**config.mk**
```make
export PLATFORM = sky130hd
export DESIGN_NAME = speed_nvm_regs
export DESIGN_NICKNAME = d
export VERILOG_FILES = /design/src/verilog/speed_nvm_pkg.sv /design/src/verilog/nvm_word_array.sv /design/src/verilog/speed_nvm_regs.sv
export SDC_FILE = /design/constraint.sdc
export NUM_CORES = 1
export LEC_CHECK = 0
export ABC_AREA = 1
export BUFFER_PORTS_ARGS = -buffer_cell sky130_fd_sc_hd__buf_2
export CAP_MARGIN = 20
export CORE_ASPECT_RATIO = 0.6
export CORE_MARGIN = 10
export CORE_UTILIZATION = 40
export DETAILED_ROUTE_END_ITERATION = 7
export HOLD_SLACK_MARGIN = 0.05
export PLACE_DENSITY = 0.69
export SETUP_SLACK_MARGIN = 0.5
export SLEW_MARGIN = 20
export SYNTH_ARGS = -nofsm -noshare
export SYNTH_HDL_FRONTEND = slang
export SYNTH_SLANG_ARGS = --single-unit
```
**constraint.sdc**
```tcl
create_clock -name clk_sys -period 3.4 [get_ports clk_sys]
set_clock_uncertainty 0.2 [all_clocks]
set_input_delay 0.51 -clock clk_sys [delete_from_list [all_inputs] [get_ports clk_sys]]
set_output_delay 0.51 -clock clk_sys [all_outputs]
set_load 0.05 [all_outputs]
```
**src/verilog/speed_nvm_pkg.sv**
```systemverilog
// Package: register map, field layout, reset values and timing for the speed and NVM register bank
package speed_nvm_pkg;

    // Register word width and register address width
    localparam int unsigned DATA_W = 16;
    localparam int unsigned ADDR_W = 8;

    // Register addresses
    localparam logic [7:0] ADDR_DEVICE_IDENTITY     = 8'h08;
    localparam logic [7:0] ADDR_UNUSED_FIRST        = 8'h09;
    localparam logic [7:0] ADDR_UNUSED_LAST         = 8'h2F;
    localparam logic [7:0] ADDR_HOST_SPEED_COMMAND  = 8'h30;
    localparam logic [7:0] ADDR_NVM_UNLOCK_KEY      = 8'h31;
    localparam logic [7:0] ADDR_NVM_READY_STATUS    = 8'h32;
    localparam logic [7:0] ADDR_NVM_SINGLE_ADDRESS  = 8'h33;
    localparam logic [7:0] ADDR_NVM_SINGLE_WDATA    = 8'h34;
    localparam logic [7:0] ADDR_NVM_ACCESS_CTRL     = 8'h35;
    localparam logic [7:0] ADDR_NVM_SINGLE_RDATA    = 8'h36;

    // Field positions
    localparam int unsigned SPEED_SELECT_BIT = 15;
    localparam int unsigned SPEED_VALUE_W    = 9;
    localparam int unsigned ACC_TYPE_LSB     = 0;
    localparam int unsigned WRITE_SEL_BIT    = 2;
    localparam int unsigned READY_BIT        = 0;

    // Key that opens the customer configuration space
    localparam logic [15:0] NVM_UNLOCK_VALUE = 16'hC0DE;
    // Customer configuration window in the non-volatile array
    localparam logic [7:0]  CFG_FIRST        = 8'h90;
    localparam logic [7:0]  CFG_LAST         = 8'h96;

    // Reset values
    localparam logic [15:0] RESET_WORD       = 16'h0000;

    // Counting cycles of an array access; the ready flag stays low one cycle longer
    localparam int unsigned NVM_BUSY_CYCLES  = 4;

    // Access type encodings
    typedef enum logic [1:0] {
        ACC_OFF    = 2'b00,
        ACC_SINGLE = 2'b01,
        ACC_MASS   = 2'b10,
        ACC_RSVD   = 2'b11
    } nvm_access_type_t;

    // Register port request
    typedef struct packed {
        logic        wr_en;
        logic        rd_en;
        logic [7:0]  addr;
        logic [15:0] wdata;
    } reg_req_t;

    // Access sequencer states
    typedef enum logic [1:0] {
        SEQ_IDLE  = 2'b00,
        SEQ_BUSY  = 2'b01,
        SEQ_DONE  = 2'b10
    } seq_state_t;

endpackage : speed_nvm_pkg

```
**src/verilog/nvm_word_array.sv**
```systemverilog
// Small word memory standing in for the customer configuration array
`timescale 1ns/100ps
`default_nettype none
module nvm_word_array
    import speed_nvm_pkg::*;
#(
    parameter int unsigned DEPTH = 7,
    parameter int unsigned WIDTH = 16
)
(
    input  wire logic                     clk_sys,
    input  wire logic                     resetn,
    input  wire logic                     wr_en,
    input  wire logic [$clog2(DEPTH)-1:0] index,
    input  wire logic [WIDTH-1:0]         wdata,
    output var  logic [WIDTH-1:0]         rdata_q
);
    // Refuse sizes the index cannot serve
    if (DEPTH < 2 || WIDTH < 1)
    begin : g_bad_size
        $error("nvm_word_array: unsupported size");
    end

    logic [WIDTH-1:0] mem_q [DEPTH];  // Stored words, no reset: models an array

    // Write port and registered read port
    always_ff @(posedge clk_sys)
    begin
        if (wr_en)
        begin
            mem_q[index] <= wdata;
        end
        if (!resetn)
        begin
            rdata_q <= '0;
        end
        else
        begin
            rdata_q <= mem_q[index];
        end
    end
endmodule : nvm_word_array
`default_nettype wire

```
**src/verilog/speed_nvm_regs.sv**
```systemverilog
// Register bank: identity, host speed command and NVM individual access
// Summary of operation
// - Upper identity byte: read-only die identifier
// - Lower identity byte: read-only silicon revision
// - Addresses 0x09 to 0x2F have no function
// - Select bit hands speed command to host
// - Nine-bit speed value, bits 14:9 reserved
// - Speed-command register resets to zero
// - Key unlocks configuration locations 0x90-0x96
// - Bit 0 reports array ready
// - Low byte selects single-access location
// - Address 0x90 targets first configuration word
// - Access type: off, single, mass, reserved
// - Write select: 0 read, 1 write
// - Single write stores write-data word
// - Single read returns word in read-data
`timescale 1ns/100ps
`default_nettype none
module speed_nvm_regs
    import speed_nvm_pkg::*;
#(
    parameter logic [7:0] DIE_IDENTIFIER   = 8'h5A,  // Arbitrary value
    parameter logic [7:0] SILICON_REVISION = 8'h00,  // Arbitrary value
    parameter int unsigned CFG_WORDS       = 7
)
(
    input  wire logic                     clk_sys,
    input  wire logic                     resetn,
    input  wire reg_req_t                 reg_req,          // Register access from I2C side
    input  wire logic [SPEED_VALUE_W-1:0] pin_speed,        // Speed from pin path
    input  wire logic                     nvm_single_start, // Launch a single access
    output logic [15:0]                   reg_rdata,        // Read data, registered
    output logic                          reg_rvalid,       // Read data valid pulse
    output logic [SPEED_VALUE_W-1:0]      motor_speed_cmd,  // Chosen speed command
    output logic                          nvm_ready_flag    // Array ready level
);
    // Refuse array sizes that do not cover the configuration window
    if (CFG_WORDS != int'(CFG_LAST - CFG_FIRST) + 1)
    begin : g_bad_cfg_words
        $error("speed_nvm_regs: CFG_WORDS must cover the window");
    end
    // The busy counter is three bits wide and must count at least one cycle
    if (NVM_BUSY_CYCLES < 1 || NVM_BUSY_CYCLES > 8)
    begin : g_bad_busy_cycles
        $error("speed_nvm_regs: NVM_BUSY_CYCLES out of range");
    end
    // The array index is three bits wide, which a larger window would overflow
    if (CFG_WORDS > 8)
    begin : g_bad_index
        $error("speed_nvm_regs: window too large for the array index");
    end

    // Whole module state in one packed struct
    // Host-visible fields come first, then the sequencer and the output copies.
    // Clearing the struct on reset gives every register its zero reset value.
    typedef struct packed {
        logic                     host_speed_select;
        logic [SPEED_VALUE_W-1:0] host_speed_value;
        logic [15:0]              nvm_unlock_key;
        logic [7:0]               nvm_single_addr;
        logic [15:0]              nvm_single_wdata;
        logic [1:0]               nvm_access_type;
        logic                     nvm_write_select;
        logic [15:0]              nvm_single_rdata;
        seq_state_t               seq;
        logic [2:0]               busy_cnt;
        logic                     rd_pend;
        logic [15:0]              rdata;
        logic                     rvalid;
        logic [SPEED_VALUE_W-1:0] speed_out;
        logic                     ready;
    } state_t;

    state_t s_q;  // Registered state
    state_t s_d;  // Next state

    // Decode of the host registers for the sequencer
    logic        unlocked;     // Key currently matches
    logic        addr_in_cfg;  // Address falls in configuration window
    logic        mem_wr;       // Array write strobe
    logic [2:0]  mem_index;    // Array word index
    logic [15:0] mem_rdata;    // Array read data, registered in the memory

    // The key is compared on every cycle, so writing any other value to the
    // key register locks the window again at once
    assign unlocked    = (s_q.nvm_unlock_key == NVM_UNLOCK_VALUE);
    assign addr_in_cfg = (s_q.nvm_single_addr >= CFG_FIRST)
                      && (s_q.nvm_single_addr <= CFG_LAST);
    // Offset from the first word, so 0x90 maps to index 0
    assign mem_index   = 3'(s_q.nvm_single_addr - CFG_FIRST);
    assign mem_wr      = (s_q.seq == SEQ_BUSY) && (s_q.busy_cnt == 3'd0)
                      && s_q.nvm_write_select;

    // Array word store. Its contents survive reset, as a non-volatile store
    // would; only its read register is cleared. The index and write data come
    // straight from the host registers, so the host must leave them alone
    // until ready returns, or the access lands on the new location.
    nvm_word_array #(
        .DEPTH (CFG_WORDS),
        .WIDTH (16)
    ) u_array (
        .clk_sys (clk_sys),
        .resetn  (resetn),
        .wr_en   (mem_wr),
        .index   (mem_index),
        .wdata   (s_q.nvm_single_wdata),
        .rdata_q (mem_rdata)
    );

    // Next-state logic: register writes, reads and the access sequencer
    always_comb
    begin
        s_d        = s_q;
        s_d.rvalid = 1'b0;
        // Host writes; read-only and unmapped addresses drop the write
        if (reg_req.wr_en)
        begin
            case (reg_req.addr)
                ADDR_HOST_SPEED_COMMAND:
                begin
                    s_d.host_speed_select = reg_req.wdata[SPEED_SELECT_BIT];
                    s_d.host_speed_value  = reg_req.wdata[SPEED_VALUE_W-1:0];
                end
                // Any value is stored; only the exact key opens the window
                ADDR_NVM_UNLOCK_KEY:   s_d.nvm_unlock_key   = reg_req.wdata;
                ADDR_NVM_SINGLE_WDATA: s_d.nvm_single_wdata = reg_req.wdata;
                // Address field is writable here so software can aim accesses
                ADDR_NVM_SINGLE_ADDRESS: s_d.nvm_single_addr = reg_req.wdata[7:0];
                ADDR_NVM_ACCESS_CTRL:
                begin
                    s_d.nvm_access_type  = reg_req.wdata[ACC_TYPE_LSB +: 2];
                    s_d.nvm_write_select = reg_req.wdata[WRITE_SEL_BIT];
                end
                default: ;  // Identity, holes and status ignore writes
            endcase
        end
        // Host reads; every hole and reserved bit returns zero
        // A read returns the value held before any write in the same cycle
        if (reg_req.rd_en)
        begin
            s_d.rvalid = 1'b1;
            case (reg_req.addr)
                ADDR_DEVICE_IDENTITY:    s_d.rdata = {DIE_IDENTIFIER, SILICON_REVISION};
                ADDR_HOST_SPEED_COMMAND: s_d.rdata = {s_q.host_speed_select, 6'h00,
                                                      s_q.host_speed_value};
                ADDR_NVM_UNLOCK_KEY:     s_d.rdata = s_q.nvm_unlock_key;
                ADDR_NVM_READY_STATUS:   s_d.rdata = {15'h0000, s_q.ready};
                ADDR_NVM_SINGLE_ADDRESS: s_d.rdata = {8'h00, s_q.nvm_single_addr};
                ADDR_NVM_SINGLE_WDATA:   s_d.rdata = s_q.nvm_single_wdata;
                ADDR_NVM_ACCESS_CTRL:    s_d.rdata = {13'h0000, s_q.nvm_write_select,
                                                      s_q.nvm_access_type};
                ADDR_NVM_SINGLE_RDATA:   s_d.rdata = s_q.nvm_single_rdata;
                default:                 s_d.rdata = RESET_WORD;
            endcase
        end
        // A launch holds ready low for NVM_BUSY_CYCLES cycles of counting and
        // one more to collect the read word, then raises it again. Mass access
        // is accepted in the type field but never launches anything; a start
        // in that mode, or in the reserved mode, is dropped without a trace.
        // Access sequencer: only single mode, unlocked, inside the window
        case (s_q.seq)
            SEQ_IDLE:
            begin
                s_d.ready = 1'b1;
                if (nvm_single_start && s_q.ready
                    && (s_q.nvm_access_type == ACC_SINGLE) && unlocked && addr_in_cfg)
                begin
                    s_d.seq      = SEQ_BUSY;
                    s_d.busy_cnt = 3'(NVM_BUSY_CYCLES - 1);
                    s_d.ready    = 1'b0;
                    s_d.rd_pend  = !s_q.nvm_write_select;
                end
            end
            SEQ_BUSY:
            begin
                // The write strobe fires on the last counting cycle
                if (s_q.busy_cnt == 3'd0)
                begin
                    s_d.seq = SEQ_DONE;
                end
                else
                begin
                    s_d.busy_cnt = s_q.busy_cnt - 3'd1;
                end
            end
            SEQ_DONE:
            begin
                // Memory read data is registered, so it is valid one cycle after BUSY
                if (s_q.rd_pend)
                begin
                    s_d.nvm_single_rdata = mem_rdata;
                end
                s_d.rd_pend = 1'b0;
                s_d.ready   = 1'b1;
                s_d.seq     = SEQ_IDLE;
            end
            default: s_d.seq = SEQ_IDLE;
        endcase
        // Speed command source: host value only while select is set
        // The choice is registered, so a new source or a new pin value shows
        // on the output one cycle later; the pin path is not filtered here.
        s_d.speed_out = s_q.host_speed_select ? s_q.host_speed_value : pin_speed;
    end

    // State register; reset clears the whole struct
    // Reset is synchronous; the sequencer returns to idle with ready low, and
    // ready rises on the first edge after reset is released.
    always_ff @(posedge clk_sys)
    begin
        if (!resetn)
        begin
            s_q <= '0;
        end
        else
        begin
            s_q <= s_d;
        end
    end

    // Outputs straight from the state flops
    // Each output is a state field, so no port carries combinational logic
    assign reg_rdata       = s_q.rdata;
    assign reg_rvalid      = s_q.rvalid;
    assign motor_speed_cmd = s_q.speed_out;
    assign nvm_ready_flag  = s_q.ready;
endmodule : speed_nvm_regs
`default_nettype wire

```
==> impl_metrics.tcl, run 1 <==
set metrics [dict create \
    endpoint_kind "flip-flop" \
    yosys_most_used_dff "dfxtp_1" \
    syn_nets 1019 \
    clk_latency_ns 0.49 \
    grt_pass1_vias 6565 \
    min_period_ns 2.225 \
    nets 1053 \
    die_h_um 138.5 \
    p_int_mw 4.158 \
    synthArstFlopShare_pct 0 \
    wl_per_cell_um 18.74 \
    pre_cts_slack_ns 0.9440 \
    drtIter0Drc 840 \
    synth_edf_count 112 \
    grt_first_pass_wirelength_mm 38.72 \
    antenna_left 0 \
    maxCapViolCount 0 \
    rows 43 \
    worstPathMaxFanout 26 \
    grt.met2_usage_pct 21.72 \
    core_area_sq_mm 0.02308 \
    postCtsSetupRepairBufs 0 \
    ctsRootBufferMaster "clkbuf_16" \
    port_buffers 64 \
    grtUsageMet3_pct 4.641 \
    via_count 7046 \
    tightestPinTransition_ns 0.8802 \
    post-route-period-util_pct 65.45 \
    cts.sinks 230 \
    finalMaxSlewViolations 0 \
    grt_usage_pct 16.14 \
    switching_share_pct 21.18 \
    r2r_slack_ns 1.17 \
    use_met1_pct 24.99 \
    top_usage_layer "met1" \
    start_util_pct 40.54 \
    cp.required_ns 3.57 \
    hold_depth 3 \
    fillers 2170 \
    rsz0062_at_grt "false" \
    hp-class "in -> reg" \
    gp_congestion 0.9728 \
    power.share.combinational_pct 3.3 \
    viasPerCell 5.250 \
    holdPathEnd "motor_speed_cmd[6]$_SDFF_PN0_" \
    overflow 0 \
    p_sw_mw 1.117 \
    die_x_um 217.5 \
    clk_pin_slew_worst_paths_ns 0.07 \
    layout-drive-gt1-share_pct 14.51 \
    instances_no_fill 1342 \
    power.static_leakage_nw 3.675 \
    antenna_found_initial 0 \
    yosysWarnings 0 \
    fin_setup_tns_ns 0 \
    fin_ws_ns 1.175 \
    ys_seq_area_share_pct 61.18 \
    r2r_start "s_q[68]$_SDFFE_PN0P_" \
    tritoncts "done" \
    critPathKind "reg -> reg" \
    syn_area_sq_mm 0.009358 \
    clock.fmax_ghz 0.4494 \
    drt-total-wl_mm 25.15 \
    crit_arrival_ns 2.40 \
    slew_headroom_pct 41.32 \
    htree_levels 1 \
    peakVddDrop_mv 0.3062 \
    drc 0 \
    clockPowerShare_pct 41.7 \
    syn-instance-count 979 \
    powerDensity_mw_per_mm2 506.8 \
    drt-pass1-iter-count 5 \
    io_pins 65 \
    worst-r2r-cell-count 6 \
    numPlacedInstances 1300 \
    synth_cell_types 35 \
    hpwl_mm 17.34 \
    diodes 0 \
    dieArea_sq_mm 0.03011 \
    ys_ff_latch 230 \
    area_delta_synth_final_pct 11.23 \
    hold_viol 0 \
    outcome "finished clean" \
    start_kind "flip-flop" \
    cts-resized-gates 0 \
    seqPwrFrac_pct 55.0 \
    grt_max_degree 63 \
    cts_max_path_buffers 3 \
    avgSynthCellArea_sq_um 9.558 \
    numCtsBuffers 21 \
    r2r-end "u_array.rdata_q[11]$_SDFF_PN0_" \
    setup_violations 0 \
    min_from "pin_speed[6]" \
]
-- critical path, cell delays in order (launching register included) --
cell     delay [ns]
dfxtp_1        0.31
inv_1          0.63
buf_4          0.42
nor2_1         0.07
nor2_1         0.10
o21ai_0        0.12
a41oi_1        0.24
-- routing by layer --
metal  wire (um)  share of wire, %  up-vias
met3        2784                11       23
met4         255               1.0        0
met2        9946                40      293
met1       12160                48     3370
met5           0                 0        -
li1            -                 -     3360
-- cells in the final DEF, fill, tap and decap left out, types with 3 or more instances in the layout --
cell / n
nand2_4: 4
buf_2: 64
inv_1: 53
nand2_2: 7
nand4_1: 6
clkbuf_1: 7
nor2_1: 170
clkinv_1: 3
a21oi_2: 3
clkinv_2: 3
nand3_1: 63
a21oi_1: 78
o21ai_0: 99
o21ai_1: 31
a41oi_1: 15
edfxtp_1: 112
clkbuf_16: 21
buf_4: 17
inv_2: 7
nor2_4: 5
dfxtp_1: 118
nor2_2: 3
dlygate4sd3_1: 5
nand2_1: 111
clkbuf_8: 3
-- power by group through the flow --
stage	Clock, mW	Combinational (mW)	Sequential (mW)
floorplan	0	0.104	2.96
global placement	0	0.165	2.96
detailed placement	0	0.166	2.96
CTS	2.24	0.171	2.90
global route	2.35	0.186	2.90
finish	2.20	0.173	2.90
-- worst max-delay path by stage --
stage                               from                              to  depth (start not counted)
finish              s_q[68]$_SDFFE_PN0P_  u_array.rdata_q[11]$_SDFF_PN0_                          6
global route        s_q[68]$_SDFFE_PN0P_  u_array.rdata_q[11]$_SDFF_PN0_                          6
CTS                 s_q[68]$_SDFFE_PN0P_   u_array.mem_q[4][7]$_DFFE_PP_                          4
detailed placement           reg_req[18]            s_q[94]$_SDFFE_PN0P_                          8
global placement             reg_req[18]            s_q[97]$_SDFFE_PN0P_                          8
floorplan           s_q[68]$_SDFFE_PN0P_   u_array.mem_q[0][0]$_DFFE_PP_                          5
-- kinds of logic after synthesis --
| group | Yosys count | synth area share [%] |
|---|---|---|
| AO/OA/AOI/OAI | 231 | 13.34 |
| XOR/XNOR | 1 | 0.09361 |
| adder cells (fa/ha/maj) | 2 | 0.2674 |
| buffers and inverters | 140 | 7.688 |
| flip-flops | 230 | 61.18 |
| multiplexers | 1 | 0.1070 |
| AND/OR/NAND/NOR | 374 | 17.32 |
-- cell usage after synthesis (2+ instances only) --
cell type / instances / area, sq um
nand2_1: 111 / 416.7
a21oi_1: 78 / 390.4
o21ai_0: 99 / 495.5
o211ai_2: 2 / 25.02
buf_2: 12 / 60.06
o21ai_1: 31 / 155.2
edfxtp_1: 112 / 3363
clkinv_1: 2 / 7.510
nand3_2: 2 / 20.02
buf_1: 3 / 11.26
clkbuf_1: 21 / 78.83
buf_4: 30 / 225.2
nand4_1: 6 / 37.54
nor2_4: 5 / 56.30
nand3_1: 63 / 315.3
inv_4: 2 / 12.51
inv_2: 7 / 26.28
buf_6: 8 / 90.09
inv_1: 54 / 202.7
nor2_2: 3 / 18.77
nor2_1: 170 / 638.1
dfxtp_1: 118 / 2362
a21oi_2: 3 / 26.28
o21ai_2: 2 / 17.52
nand2_2: 7 / 43.79
ha_1: 2 / 25.02
a41oi_1: 15 / 131.4
nand2_4: 4 / 45.04
-- through the flow --
| step | hold slack, ns | area (sq um) | power (mW) | util (%) |
|---|---|---|---|---|
| 3_3_place_gp | 0.2436 | 9729 | 3.127 | 42.15 |
| 3_5_place_dp | 0.2551 | 9729 | 3.128 | 42.15 |
| 2_1_floorplan | 0.2298 | 9358 | 3.069 | - |
| 6_report | 0.06701 | 10410 | 5.275 | 45.10 |
| 5_1_grt | 0.07712 | 10410 | 5.438 | 45.10 |
| 4_1_cts | 0.06174 | 10410 | 5.307 | 45.09 |
-- flip-flops by register name, summed over array words and instances (netlist names) --
signal           cells
u_array.mem_q      112
s_q                 75
reg_rdata           16
u_array.rdata_q     16
motor_speed_cmd      9
nvm_ready_flag       1
reg_rvalid           1
-- cell type report --
class	instances	area, sq um	share of cell area (%)
inverters	65	250.2	2.404
well taps	315	394.1	3.787
multi-input cells	609	2913	27.98
clock buffers	32	598.1	5.746
flip-flops and latches	230	5725	55.01
clock inverters	5	30.03	0.2885
repair buffers	86	498.0	4.784
-- timing repair --
| action | CTS | global route |
|---|---|---|
| hold buffers | 5 | 0 |
| setup endpoints to repair | 0 | 0 |
| endpoints found under the hold margin | 5 | 0 |
Note: power is estimated with default switching activity, not from simulation.
==> run 2, diff against run 1 <==
==> constraint.sdc (replaced) <==
create_clock -name clk_sys -period 2.1 [get_ports clk_sys]
set_clock_uncertainty 0.2 [all_clocks]
set_input_delay 0.315 -clock clk_sys [delete_from_list [all_inputs] [get_ports clk_sys]]
set_output_delay 0.315 -clock clk_sys [all_outputs]
set_load 0.05 [all_outputs]
==> impl_metrics.tcl, run 2 (synthesis results as in run 1) <==
set metrics [dict create \
    outcome "finished clean" \
    fin_setup_tns_ns 0 \
    instances_no_fill 1393 \
    drt-pass1-iter-count 6 \
    pre_cts_slack_ns 0.09566 \
    setup_violations 0 \
    clock.fmax_ghz 0.5572 \
    min_period_ns 1.795 \
    layout-drive-gt1-share_pct 21.43 \
    crit_arrival_ns 1.81 \
    utilization_pct 49.69 \
    io_pins 65 \
    r2r_slack_ns 0.31 \
    hold_depth 5 \
    path_common_cell "nor2_4" \
    r2r-end "u_array.mem_q[0][14]$_DFFE_PP_" \
    gp_congestion 0.9379 \
    clk_latency_ns 0.52 \
    finalMaxSlewViolations 0 \
    slew_headroom_pct 67.94 \
    hpwl_mm 18.44 \
    power.static_leakage_nw 4.076 \
    grt_usage_pct 17.12 \
    totalPowerFinal_mw 8.906 \
    overflow 0 \
    finalInstanceArea_sq_mm 0.01147 \
    critPathKind "reg -> reg" \
    grt_pass1_vias 6905 \
    r2r_start "s_q[28]$_SDFFE_PN0P_" \
    numCtsBuffers 21 \
    peakVddDrop_mv 0.8440 \
    core_area_sq_mm 0.02308 \
    antenna_found_initial 0 \
    die_h_um 138.5 \
    post-route-period-util_pct 85.46 \
    cp_cell_sequence "inv_2 -> ha_4 -> nand3_4 -> nor2_4 -> nand2_4 -> nor2_4 -> buf_6" \
    crit_slowest_cell "dfxtp_2" \
    fillers 2059 \
    hold-worst-slack_ns 0.09430 \
    hp-class "in -> reg" \
    htree_levels 1 \
    place_area_sq_mm 0.01007 \
    rows 43 \
    tritoncts "done" \
    numPlacedInstances 1314 \
    clk_pin_slew_worst_paths_ns 0.07 \
    cp.required_ns 2.12 \
    largest_reg_flops 112 \
    drc 0 \
    min_from "nvm_single_start" \
    wl_per_cell_um 19.58 \
    tightestPinTransition_ns 0.4809 \
    start_kind "flip-flop" \
    maxCapViolCount 0 \
    slowest_delay_ns 0.33 \
    diodes 0 \
    multiInputGateArea_sq_mm 0.003100 \
    worstPathMaxFanout 7 \
    endpoint_kind "flip-flop" \
    drt-total-wl_mm 27.28 \
    grt_max_degree 59 \
    port_buffers 64 \
    powerDensity_mw_per_mm2 776.5 \
    area_delta_synth_final_pct 22.57 \
    via_count 7384 \
    cts.sinks 230 \
    ctsRootBufferMaster "clkbuf_16" \
    fin_ws_ns 0.3053 \
    final_cell_mix "nor2_1 (155), edfxtp_1 (112), dfxtp_1 (106)" \
    regArea_sq_mm 0.005748 \
    start_util_pct 40.54 \
    cts_max_path_buffers 3 \
    final_common_cell "nor2_1" \
    hold_viol 0 \
    antenna_left 0 \
    grt_first_pass_wirelength_mm 40.68 \
    rsz0062_at_grt "true" \
    top_register "u_array.mem_q" \
    viasPerCell 5.301 \
    reg.largest.list "u_array.mem_q (112), s_q (75)" \
    nets 1103 \
    die_x_um 217.5 \
    worst-r2r-cell-count 7 \
    holdPathEnd "s_q[31]$_SDFFE_PN0P_" \
    drtIter0Drc 945 \
    dieArea_sq_mm 0.03011 \
]
[run 2: layout make-up]
cell class | count | area share, %
flip-flops and latches | 230 | 50.11
repair inverters | 1 | 0.04363
clock inverters | 9 | 0.6654
well taps | 315 | 3.436
multi-input cells | 609 | 27.03
inverters | 65 | 2.378
repair buffers | 135 | 10.96
clock buffers | 29 | 5.367
[run 2: where the power goes]
group	switching (mW)	leakage, nW	internal, mW	total, mW
Clock	1.69	0.349	2.18	3.87
Combinational	0.218	1.88	0.124	0.342
Sequential	0.0127	1.84	4.68	4.69
Total	1.92	4.08	6.99	8.91
[run 2: timing repair]
| item | 4_1_cts | 5_1_grt |
|---|---|---|
| setup endpoints to repair | 172 | 154 |
| hold buffers | 27 | 0 |
| hold endpoints to repair | 71 | 0 |
| buffers inserted | 3 | 7 |
| pin swaps | 6 | 14 |
| gates resized for setup | 54 | 54 |
| gates cloned | 0 | 4 |
[run 2: worst max-delay path: cells and delay by family, from the launching register on]
kind | cells | cell delay (ns)
simple gates | 4 | 0.57
flops | 1 | 0.33
fa+ha+maj | 1 | 0.14
buf+inv | 2 | 0.24
[run 2: per-layer routing]
layer / vias to the layer above / GRT usage [%] / routed length (um)
met2: 358 / 22.27 / 10860
met1: 3534 / 25.84 / 12650
met4: 0 / 2.345 / 220
met5: - / 0 / 0
li1: 3468 / - / -
met3: 24 / 7.146 / 3544
[run 2: how the worst max path moves through the flow]
stage | start | end | depth (start not counted)
4_1_cts | s_q[28]$_SDFFE_PN0P_ | u_array.mem_q[6][14]$_DFFE_PP_ | 7
3_5_place_dp | reg_req[21] | s_q[94]$_SDFFE_PN0P_ | 9
6_report | s_q[28]$_SDFFE_PN0P_ | u_array.mem_q[0][14]$_DFFE_PP_ | 7
3_3_place_gp | reg_req[21] | s_q[94]$_SDFFE_PN0P_ | 9
2_1_floorplan | s_q[29]$_SDFFE_PN0P_ | u_array.mem_q[0][0]$_DFFE_PP_ | 6
5_1_grt | s_q[31]$_SDFFE_PN0P_ | u_array.mem_q[0][8]$_DFFE_PP_ | 7
